## src/rtl/tcsv_defs.vh

```
`ifndef TCSV_DEFS_VH
`define TCSV_DEFS_VH
// Register offsets (byte registers, low byte of the data bus)
`define TCSV_OFF_SC      8'h05
`define TCSV_OFF_VH      8'h06
`define TCSV_OFF_VL      8'h07
`define TCSV_CH_STRIDE   8'h03
`define TCSV_OFF_CTRL    8'h20
`define TCSV_OFF_UPD     8'h21
// Status/control field positions
`define TCSV_SC_FLAG     7
`define TCSV_SC_IE       6
`define TCSV_SC_MSB      5
`define TCSV_SC_MSA      4
`define TCSV_SC_EDGE_LEVEL_SEL_HI     3
`define TCSV_SC_EDGE_LEVEL_SEL_LO     2
// Module control field positions
`define TCSV_CT_WRITE_PROTECT_DISABLE    0
`define TCSV_CT_ENHANCED_FEATURES_ENABLE    1
`define TCSV_CT_DECAP    2
`define TCSV_CT_CAPTEST  3
// Reset values
`define TCSV_SC_RST      8'h00
`define TCSV_CTRL_RST    8'h01
`define TCSV_VAL_RST     16'h0000
`endif

```

## src/rtl/tcsv_channel.v

```verilog
// Notes on behaviour
// - Capture or compare event sets the channel event flag, bit 7.
// - Flag clears only by reading it set, then writing 0 to it.
// - Writing 1 to the flag leaves it unchanged.
// - Event between the read and clearing write cancels that clear.
// - Bit 6 enables the channel interrupt request; 0 means polling.
// - Mode and edge/level bits write only while write-protect-disable is 1.
// - Bits 1 and 0 of status/control always read 0.
// - In capture modes reading one value byte latches both until other byte read.
// - Any status/control write releases the value read latch.
// - Value byte writes ignored in capture modes.
// - Background debug freezes read latch state even on reads.
// - Debug reads of value bytes return live value, not buffer.
// - Output mode writes go to a buffer, loaded on update strobe, or at once with enhanced features off.
// - With enhanced features off, status/control write resets write sequence.
// - Background debug freezes write coherency latches; only status/control writes with enhanced features off reset them.
// - Debug value writes bypass the buffer and hit the value directly.
// - Values written during debug are used after debug ends.
// - Debug writes do not disturb an unfinished byte-pair write.
// - Completed pair updates value from bytes buffered outside debug.
// - Value holds captured count in capture modes, match value otherwise.
// - High value byte at 6h plus 3 times channel index, index 0 to 5.
// - Edge/level 00 disconnects pin; capture edges and compare actions decoded.
//
// Decided for this implementation: the address-and-strobe port.
`timescale 1ns/1ps
`default_nettype none
`include "tcsv_defs.vh"
module tcsv_channel #(
    parameter CH_INDEX = 0,
    parameter CNT_W = 16
) (
    // Clock and reset
    input wire SYS_CLK_IN,
    input wire RSTN_IN,
    // Register port
    input wire [7:0] ADDR_IN,
    input wire [7:0] WDATA_IN,
    input wire WR_IN,
    input wire RD_IN,
    output reg [7:0] RDATA_OUT,
    // Timer side
    input wire [CNT_W-1:0] COUNT_IN,
    input wire EVENT_IN,
    input wire BDM_IN,
    input wire CH_PIN_IN,
    // Status outputs
    output reg IRQ_OUT,
    output reg [CNT_W-1:0] MATCH_OUT,
    output reg PIN_EN_OUT,
    output reg CAP_MODE_OUT,
    output reg [1:0] CMP_ACTION_OUT,
    output reg [1:0] CAP_EDGES_OUT
);
    // Offsets are worked out wide, then cut to the byte address on purpose
    localparam integer OFF_SC_I = `TCSV_OFF_SC + CH_INDEX * `TCSV_CH_STRIDE;
    localparam integer OFF_VH_I = `TCSV_OFF_VH + CH_INDEX * `TCSV_CH_STRIDE;
    localparam integer OFF_VL_I = `TCSV_OFF_VL + CH_INDEX * `TCSV_CH_STRIDE;
    localparam [7:0] OFF_SC = OFF_SC_I[7:0];
    localparam [7:0] OFF_VH = OFF_VH_I[7:0];
    localparam [7:0] OFF_VL = OFF_VL_I[7:0];

    reg [7:0] sc_reg;
    reg [7:0] ctrl_reg;
    reg [15:0] val_reg;
    reg [15:0] rbuf_reg;
    reg rlat_reg;
    reg [15:0] wbuf_reg;
    reg wh_reg;
    reg wl_reg;
    reg wpend_reg;
    reg armed_reg;
    reg evt_since_rd_reg;
    reg bdm_m_reg;
    reg bdm_reg;
    reg pin_m_reg;
    reg pin_s_reg;
    reg pin_d_reg;
    reg evt_m_reg;
    reg evt_s_reg;
    // Remembers which byte opened the read pair
    reg rlat_hi_reg;

    // Next values of the state above
    reg [7:0] sc_next;
    reg armed_next;
    reg evt_since_rd_next;
    reg [15:0] val_next;
    reg [15:0] rbuf_next;
    reg rlat_next;
    reg rlat_hi_next;
    reg [15:0] wbuf_next;
    reg wh_next;
    reg wl_next;
    reg wpend_next;
    reg [7:0] rdata_next;
    reg irq_next;
    reg pin_en_next;
    reg [1:0] cmp_action_next;
    reg [1:0] cap_edges_next;

    wire wp_dis = ctrl_reg[`TCSV_CT_WRITE_PROTECT_DISABLE];
    wire ftm_en = ctrl_reg[`TCSV_CT_ENHANCED_FEATURES_ENABLE];
    wire upd_wr = WR_IN && (ADDR_IN == `TCSV_OFF_UPD);
    wire sc_wr = WR_IN && (ADDR_IN == OFF_SC);
    wire sc_rd = RD_IN && (ADDR_IN == OFF_SC);
    wire vh_wr = WR_IN && (ADDR_IN == OFF_VH);
    wire vl_wr = WR_IN && (ADDR_IN == OFF_VL);
    wire vh_rd = RD_IN && (ADDR_IN == OFF_VH);
    wire vl_rd = RD_IN && (ADDR_IN == OFF_VL);
    wire v_rd = vh_rd || vl_rd;

    // Capture family: input capture, capture test or dual edge capture
    function is_capture;
        input [7:0] sc;
        input [7:0] ct;
        begin
            is_capture = (ct[`TCSV_CT_CAPTEST]) || (ct[`TCSV_CT_DECAP]) ||
                         (sc[`TCSV_SC_MSB:`TCSV_SC_MSA] == 2'b00 &&
                          sc[`TCSV_SC_EDGE_LEVEL_SEL_HI:`TCSV_SC_EDGE_LEVEL_SEL_LO] != 2'b00);
        end
    endfunction

    wire cap_mode = is_capture(sc_reg, ctrl_reg);

    // Edge detect on the synchronised pin
    wire rise = pin_s_reg && !pin_d_reg;
    wire fall = !pin_s_reg && pin_d_reg;
    wire edge_hit = (sc_reg[`TCSV_SC_EDGE_LEVEL_SEL_LO] && rise) || (sc_reg[`TCSV_SC_EDGE_LEVEL_SEL_HI] && fall);
    wire cap_evt = cap_mode && edge_hit;
    wire cmp_evt = !cap_mode && (COUNT_IN[15:0] == val_reg) && evt_s_reg;
    wire any_evt = cap_evt || cmp_evt;

    // Two-flop synchronisers for pin, event strobe and debug level
    always @(posedge SYS_CLK_IN or negedge RSTN_IN) begin
        if (!RSTN_IN) begin
            pin_m_reg <= 1'b0;
            pin_s_reg <= 1'b0;
            pin_d_reg <= 1'b0;
            evt_m_reg <= 1'b0;
            evt_s_reg <= 1'b0;
            bdm_m_reg <= 1'b0;
            bdm_reg <= 1'b0;
        end else begin
            pin_m_reg <= CH_PIN_IN;
            pin_s_reg <= pin_m_reg;
            pin_d_reg <= pin_s_reg;
            evt_m_reg <= EVENT_IN;
            evt_s_reg <= evt_m_reg;
            bdm_m_reg <= BDM_IN;
            bdm_reg <= bdm_m_reg;
        end
    end

    // Shared decodes of the value path
    wire [1:0] els_sel = sc_reg[`TCSV_SC_EDGE_LEVEL_SEL_HI:`TCSV_SC_EDGE_LEVEL_SEL_LO];
    // Pending pair loads on the strobe, or at once with enhanced features off
    wire upd_load = wpend_reg && (upd_wr || !ftm_en) && !bdm_reg;
    // The buffer is served only while a pair is open and debug is off
    wire use_rbuf = cap_mode && rlat_reg && !bdm_reg;

    // Status/control next state; a fresh event beats any clear
    always @* begin
        sc_next = sc_reg;
        armed_next = armed_reg;
        evt_since_rd_next = evt_since_rd_reg;
        // A read with the flag set arms the clear; a later event spoils it
        if (sc_rd && sc_reg[`TCSV_SC_FLAG]) begin
            armed_next = 1'b1;
            evt_since_rd_next = 1'b0;
        end else if (any_evt) begin
            evt_since_rd_next = 1'b1;
        end
        if (sc_wr) begin
            sc_next[`TCSV_SC_IE] = WDATA_IN[`TCSV_SC_IE];
            if (wp_dis)
                sc_next[5:2] = WDATA_IN[5:2];
            armed_next = 1'b0;
        end
        // Set wins over clear in one cycle, so no interrupt request is lost
        if (any_evt)
            sc_next[`TCSV_SC_FLAG] = 1'b1;
        else if (sc_wr && !WDATA_IN[`TCSV_SC_FLAG] && armed_reg && !evt_since_rd_reg)
            sc_next[`TCSV_SC_FLAG] = 1'b0;
        sc_next[1:0] = 2'b00;
    end

    // Status/control and module control registers
    always @(posedge SYS_CLK_IN or negedge RSTN_IN) begin
        if (!RSTN_IN) begin
            sc_reg <= `TCSV_SC_RST;
            ctrl_reg <= `TCSV_CTRL_RST;
            armed_reg <= 1'b0;
            evt_since_rd_reg <= 1'b0;
        end else begin
            if (WR_IN && ADDR_IN == `TCSV_OFF_CTRL)
                ctrl_reg <= WDATA_IN;
            sc_reg <= sc_next;
            armed_reg <= armed_next;
            evt_since_rd_reg <= evt_since_rd_next;
        end
    end

    // Read latch: frozen in debug, released by status/control writes
    always @* begin
        rbuf_next = rbuf_reg;
        rlat_next = rlat_reg;
        rlat_hi_next = rlat_hi_reg;
        if (sc_wr) begin
            rlat_next = 1'b0;
        end else if (cap_mode && v_rd && !bdm_reg) begin
            if (!rlat_reg) begin
                rbuf_next = val_reg;
                rlat_next = 1'b1;
                rlat_hi_next = vh_rd;
            end else if (vh_rd != rlat_hi_reg) begin
                // Only the other half closes the pair; a repeat read stays coherent
                rlat_next = 1'b0;
            end
        end
    end

    // Write coherency; writes are ignored in capture modes
    always @* begin
        wbuf_next = wbuf_reg;
        wh_next = wh_reg;
        wl_next = wl_reg;
        wpend_next = wpend_reg;
        if (upd_load)
            wpend_next = 1'b0;
        // Finished pair goes pending before any new byte, so that byte opens a new pair
        if (wh_reg && wl_reg && !bdm_reg) begin
            wpend_next = 1'b1;
            wh_next = 1'b0;
            wl_next = 1'b0;
        end
        // Debug value writes leave the latches alone, so a half pair survives them
        if (!cap_mode && (vh_wr || vl_wr) && !bdm_reg) begin
            if (vh_wr) begin
                wbuf_next[15:8] = WDATA_IN;
                wh_next = 1'b1;
            end else begin
                wbuf_next[7:0] = WDATA_IN;
                wl_next = 1'b1;
            end
        end else if (sc_wr && !ftm_en) begin
            wh_next = 1'b0;
            wl_next = 1'b0;
        end
    end

    // Live value: capture, direct debug writes or the pending buffer
    always @* begin
        val_next = val_reg;
        if (cap_evt)
            val_next = COUNT_IN[15:0];
        if (!cap_mode && bdm_reg && vh_wr)
            val_next[15:8] = WDATA_IN;
        if (!cap_mode && bdm_reg && vl_wr)
            val_next[7:0] = WDATA_IN;
        if (upd_load)
            val_next = wbuf_reg;
    end

    // Value, read latch and write coherency registers
    always @(posedge SYS_CLK_IN or negedge RSTN_IN) begin
        if (!RSTN_IN) begin
            val_reg <= `TCSV_VAL_RST;
            rbuf_reg <= `TCSV_VAL_RST;
            rlat_reg <= 1'b0;
            rlat_hi_reg <= 1'b0;
            wbuf_reg <= `TCSV_VAL_RST;
            wh_reg <= 1'b0;
            wl_reg <= 1'b0;
            wpend_reg <= 1'b0;
        end else begin
            val_reg <= val_next;
            rbuf_reg <= rbuf_next;
            rlat_reg <= rlat_next;
            rlat_hi_reg <= rlat_hi_next;
            wbuf_reg <= wbuf_next;
            wh_reg <= wh_next;
            wl_reg <= wl_next;
            wpend_reg <= wpend_next;
        end
    end

    // Read mux; idle and unmapped slots return zero
    always @* begin
        rdata_next = 8'h00;
        if (RD_IN) begin
            if (ADDR_IN == OFF_SC)
                rdata_next = {sc_reg[7:2], 2'b00};
            else if (ADDR_IN == OFF_VH)
                rdata_next = use_rbuf ? rbuf_reg[15:8] : val_reg[15:8];
            else if (ADDR_IN == OFF_VL)
                rdata_next = use_rbuf ? rbuf_reg[7:0] : val_reg[7:0];
            else if (ADDR_IN == `TCSV_OFF_CTRL)
                rdata_next = ctrl_reg;
            else if (ADDR_IN == `TCSV_OFF_UPD)
                rdata_next = {7'h00, wpend_reg};
        end
    end

    // Channel status decodes
    always @* begin
        irq_next = sc_reg[`TCSV_SC_FLAG] && sc_reg[`TCSV_SC_IE];
        pin_en_next = (els_sel != 2'b00);
        cmp_action_next = 2'b00;
        cap_edges_next = 2'b00;
        if (cap_mode)
            cap_edges_next = els_sel;
        else
            cmp_action_next = els_sel;
    end

    // Registered outputs, so nothing combinational reaches a pin
    always @(posedge SYS_CLK_IN or negedge RSTN_IN) begin
        if (!RSTN_IN) begin
            RDATA_OUT <= 8'h00;
            IRQ_OUT <= 1'b0;
            MATCH_OUT <= {CNT_W{1'b0}};
            PIN_EN_OUT <= 1'b0;
            CAP_MODE_OUT <= 1'b0;
            CMP_ACTION_OUT <= 2'b00;
            CAP_EDGES_OUT <= 2'b00;
        end else begin
            RDATA_OUT <= rdata_next;
            IRQ_OUT <= irq_next;
            MATCH_OUT <= val_reg[CNT_W-1:0]; // Counter width is fixed at 16
            PIN_EN_OUT <= pin_en_next;
            CAP_MODE_OUT <= cap_mode;
            CMP_ACTION_OUT <= cmp_action_next;
            CAP_EDGES_OUT <= cap_edges_next;
        end
    end
endmodule // tcsv_channel
`default_nettype wire

```

## config.mk

```make
export PLATFORM = sky130hd
export DESIGN_NAME = tcsv_channel
export DESIGN_NICKNAME = d
export VERILOG_FILES = /design/src/rtl/tcsv_channel.v
export VERILOG_INCLUDE_DIRS = /design/src /design/src/rtl
export SDC_FILE = /design/constraint.sdc
export NUM_CORES = 1
export LEC_CHECK = 0
export ABC_AREA = 1
export BUFFER_PORTS_ARGS = -buffer_cell sky130_fd_sc_hd__buf_2
export CORE_ASPECT_RATIO = 0.5
export CORE_MARGIN = 2
export CORE_UTILIZATION = 45
export DETAILED_ROUTE_END_ITERATION = 16
export SETUP_SLACK_MARGIN = 0.02
export SLEW_MARGIN = 30
export SYNTH_ARGS = -nofsm -noshare
export SYNTH_HDL_FRONTEND = slang
export SYNTH_SLANG_ARGS = --single-unit
```

## constraint.sdc

```tcl
create_clock -name SYS_CLK_IN -period 3.9 [get_ports SYS_CLK_IN]
set_clock_uncertainty 0.1 [all_clocks]
set_input_delay 0.78 -clock SYS_CLK_IN [delete_from_list [all_inputs] [get_ports SYS_CLK_IN]]
set_output_delay 0.78 -clock SYS_CLK_IN [all_outputs]
set_load 0.005 [all_outputs]
```

After elaboration in Yosys (flattened, before gate mapping):

Index checks and enable logic that the tools add are counted.

* register bits: 107
* output and inout port bits: 31
* input bits: 39
* word-level logic and storage cells: 136

* multiplexer cells: 34
* reductions and logical operators: 62
* equality and inequality tests: 7
* bitwise logic cells: 3

Operators by type and width (number)
* 2-to-1 mux 8 bit: 9
* logical AND 1 bit: 35
* 2-to-1 mux 16 bit: 2
* equality test 8 x 3 -> 1 bit (second input constant): 3
* 2-to-1 mux 1 bit: 21
* equality test 16 bit: 1
* equality test 8 x 6 -> 1 bit (second input constant): 2
* nonzero test 2 bit: 6
* zero test 1 bit: 7
* logical OR 1 bit: 7
* AND reduction 2 bit: 3
* nonzero test 3 bit: 2
* 2-to-1 mux 2 bit: 2
* inverter 1 bit: 3
* AND reduction 3 bit: 1
* zero test 2 bit: 1
* != test 1 bit: 1

Logic depth before layout (Yosys ltp):

* depth in word-level cells: 10
* gate-level depth with buffers: 11

Worst setup path before layout:

Ideal clock, no wire load.

* path kind: input port to flip-flop
* start: input ADDR_IN[3]
* end: register val_reg[13]
* buffers on the path: 1
* path slack: 1.840 ns
* library setup time: 0.119 ns
* arrival: 1.841 ns
* required time: 3.681 ns
* cell stages on the path: 11
* path through: inv_1 nand2_1 nor2_1 nand2_2 nor2_4 nand2_4 buf_2 nand2_1 nand3_1 nand3_1 nand2_1

* word-level cells in the longest chain between the ends: 6
* elaborated cells between the ends (all ways): 11
* those cells by class: eq/ne: 2; mux: 2; reduce/logical: 7

Ends and longest elaborated chain
* from (decl): line tcsv_channel.v:37 `input wire [7:0] ADDR_IN,`
* equality test 8 x 6 -> 1 bit (no line)
* logical AND 1 bit: line tcsv_channel.v:104 `` wire upd_wr = WR_IN && (ADDR_IN == `TCSV_OFF_UPD); ``
* logical OR 1 bit: line tcsv_channel.v:158 `wire upd_load = wpend_reg && (upd_wr || !ftm_en) && !bdm_reg;`
* logical AND 1 bit (2 in series): line tcsv_channel.v:158
* nonzero test 3 bit (no line) or 2-to-1 mux 16 bit (tied branches)
* to (signal assigned): line tcsv_channel.v:268 `` val_reg <= `TCSV_VAL_RST; ``
* to (signal assigned): line tcsv_channel.v:277 `val_reg <= val_next;`
* to (decl): line tcsv_channel.v:65 `reg [15:0] val_reg;`

Parallel ways exist; a longest one is shown, timed or not.
A chain may end at the register's enable or synchronous reset.

Worst setup path after layout:

* start: register bdm_reg
* end: register val_reg[15]

* word-level cells in the longest chain between the ends: 4
* elaborated cells between the ends (all ways): 7
* those cells by class: mux: 2; reduce/logical: 5

Ends and longest elaborated chain
* from (decl): line tcsv_channel.v:75 `reg bdm_reg;`
* from (signal assigned): line tcsv_channel.v:151 `bdm_reg <= bdm_m_reg;`
* logical AND 1 bit (2 in series): line tcsv_channel.v:257 `if (!cap_mode && bdm_reg && vh_wr)`
* 2-to-1 mux 8 bit: line tcsv_channel.v:257
* 2-to-1 mux 16 bit: line tcsv_channel.v:261 `if (upd_load)`

Parallel ways exist; a longest one is shown, timed or not.

==> results.md <==
* Status: complete, no violations
* Initial DRC count at 344
* Fmax at 383.5 MHz
* Worst Tran Pin Value at 0.6812 ns
* Setup slack at placement at 1.023 ns
* Post-Syn Instances at 607
* Register area share after synthesis at 0.5183
* Final setup vio count at 0
* Worst Setup Slack, final at 1.292 ns
* HP Class: reg -> reg
* Slowest-stage cell, CP: nor2_2
* Crit path to: val_reg[15]
* Worst EP required at 4.09 ns
* CP delay by family, top: simple AND/OR/NAND/NOR gates
* Max Cap Viol at 0
* CTS resizes at 0
* Sequential Power Share at 0.530
* Pint at 1.859 mW
* Post-layout nets at 710
* Max incr delay on CP at 0.64 ns
* Global route total overflow at 0
* Most frequent cells in the layout: 161 x nand2_1, 106 x dfrtp_1, 68 x buf_2, 60 x nand3_1, 60 x o21ai_0
* Num CTS Buffers at 9
* Peak fanout along the critical path at 35
* Sw power at 841.3 uW
* Htree depth at 3
* Fraction of power spent switching nets at 0.3115
* Synth Area in Compound Gates at 0.09925
* DP Wirelength at 10,710 um
* Row cnt at 27
* Setup TNS at 0 ns
* Avg Inst Size Synth at 8.515 um^2
* WS Path Type: reg -> reg
* Worst setup path start: bdm_reg
* Detailed Route WL at 14,160 um
* Vias in the first global route at 4,018
* R2r startpoint: bdm_reg
* Clock latency on the worst-skew pair at between 0.3 and 0.4 ns
* Global-route wire length before repair at 22,630 um
* Ant diodes at 0
* Ys Warns at 0
* Crit path depth at 5
* Setup crit end kind: flip-flop
* Static leakage at 3.072 nW
* Most frequent CP cell: nand3_1
* Initial Util at 0.4665
* Slew margin rel. at 0.5448
* Post-Synth Simple-Gate Area at 0.3057
* WP buf/inv at 0
* Top cell type by total area after synthesis: dfrtp_1
* Crit-path cells: nor2_2 > nand2_2 > nand3_1 > nand3_1 > nand2_1
* Share of total power in combinational logic at 0.144
* Commonest non-fill, non-tap cell in the layout: nand2_1
* Layout area overhead at 14.28%
* Initial antenna violation count at 0
* Clock buffer depth at 2
* Reg2reg end: val_reg[15]
* Post-Synth Adder-Cell Area at 0
* 1st-pass router iterations at 4
* CTS tree: yes
* Largest net degree at the start of global routing at 71
* Critical Path Source Type: flip-flop
* Chip Width at 155.6 um
* Share of the synthesized area in the top cell type at 0.5132
* IO buf count at 69
* Die Ht at 79.79 um
* Clk sinks at 107
* Yosys cell types at 36
* Wire per inst at 17.25 um
* GP Congestion at 0.8961
* RSZ-0062 raised after global routing: false
* Synth Area in XOR/XNOR at 0.01186
* Reg2reg setup slack at 1.29 ns
* Main combinational cell family by area after synthesis: simple AND/OR/NAND/NOR gates
* Syn Nets at 646
* Area contributors post-synth: dfrtp_1 51%, nand2_1 12%, nand3_1 5.8%, o21ai_0 5.8%, inv_1 3.8%
* FF-to-FF path depth at 5
* Tot GR Track Use at 0.2444
* Root Buffer: clkbuf_16
* Hold-fix buffers at CTS at 0
* Fin. max-slew vios at 0
* Mapped Area at a little over 5000 um^2
* Worst vdd ir at 0.2294 mV
* Top Ports at 70
* Antenna Nets Post-Route at 0
* Power Density at between 400 and 500 nW/um^2
* Post-layout min period at ~2.6 ns
* DRC viols at 0
* Postcts setup bufs at 0
* Worst EP arrival at 2.79 ns
* Yosys reg bits at between 100 and 150
* Area of the core at 11,080 um^2
* Clk pwr share at 0.326
* Fin crit share at 0.6686
* Hold Violations, Final at 0
* DR vias/cell at between 5 and 6
* Fraction of layout cells with a size suffix above 1 at 0.1997
* Vias post-DR at approximately 4.3k
* Clock transition at path regs at ~0.070 ns
* Post-synthesis mux area share at 0
* Die Area at around 12,000 um^2
[synthesized netlist by cell type, drive strengths merged]
cell type,number
a21boi,1
a21oi,21
and3,1
buf,11
clkbuf,6
dfrtp,106
dfstp,1
inv,62
nand2,180
nand3,65
nand3b,12
nand4,23
nor2,34
nor3,1
o21a,1
o21ai,72
o21bai,2
o22ai,1
xnor2,5
xor2,2
[stage by stage]
stage | std cells | hold WS, ns | util | power (mW) | area [um^2]
after floorplan | 607 | 0.2312 | - | 1.600 | 5169
after CTS | 821 | 0.2503 | 0.5327 | 2.713 | 5903
after detailed placement | 805 | 0.2364 | 0.5072 | 1.839 | 5620
final | 821 | 0.2500 | 0.5331 | 2.701 | 5907
after global routing | 821 | 0.2607 | 0.5331 | 2.838 | 5907
after global placement | 805 | 0.2323 | 0.5072 | 1.832 | 5620
[how the worst min path moves through the flow]
stage                    from   endpoint  slack, ns  cells past startpoint
finish              evt_m_reg  evt_s_reg       0.25                      0
global placement    bdm_m_reg    bdm_reg       0.23                      0
floorplan           bdm_m_reg    bdm_reg       0.23                      0
detailed placement  bdm_m_reg    bdm_reg       0.24                      0
global route        evt_m_reg  evt_s_reg       0.26                      0
CTS                 evt_m_reg  evt_s_reg       0.25                      0
[final cells by class]
type | count | area [um^2]
clock buffers | 9 | 225.2
clock inverters | 7 | 57.56
fillers | 1092 | 5174
inverters | 62 | 237.7
multi-input cells | 421 | 2155
flip-flops and latches | 107 | 2679
well taps | 145 | 181.4
repair buffers | 70 | 371.6
[power groups by stage]
stage	logic (mW)	registers [mW]	clock network, mW
final	0.388	1.43	0.881
after CTS	0.391	1.43	0.896
after global placement	0.384	1.45	0
after floorplan	0.220	1.38	0
after global routing	0.448	1.45	0.942
after detailed placement	0.389	1.45	0
[metal layers]
layer,vias up,share of wire,GRT usage
met2,124,0.40,0.3314
met3,12,0.060,0.04397
met4,0,0.0094,0.05413
met5,-,0,0
met1,2070,0.53,0.3966
li1,2127,-,-
[cell families after synthesis]
family	Yosys count
AND/OR/NAND/NOR	316
AO/OA/AOI/OAI	98
flip-flops	107
XOR/XNOR	7
buffers and inverters	79
(Power assumes the default switching activity.)
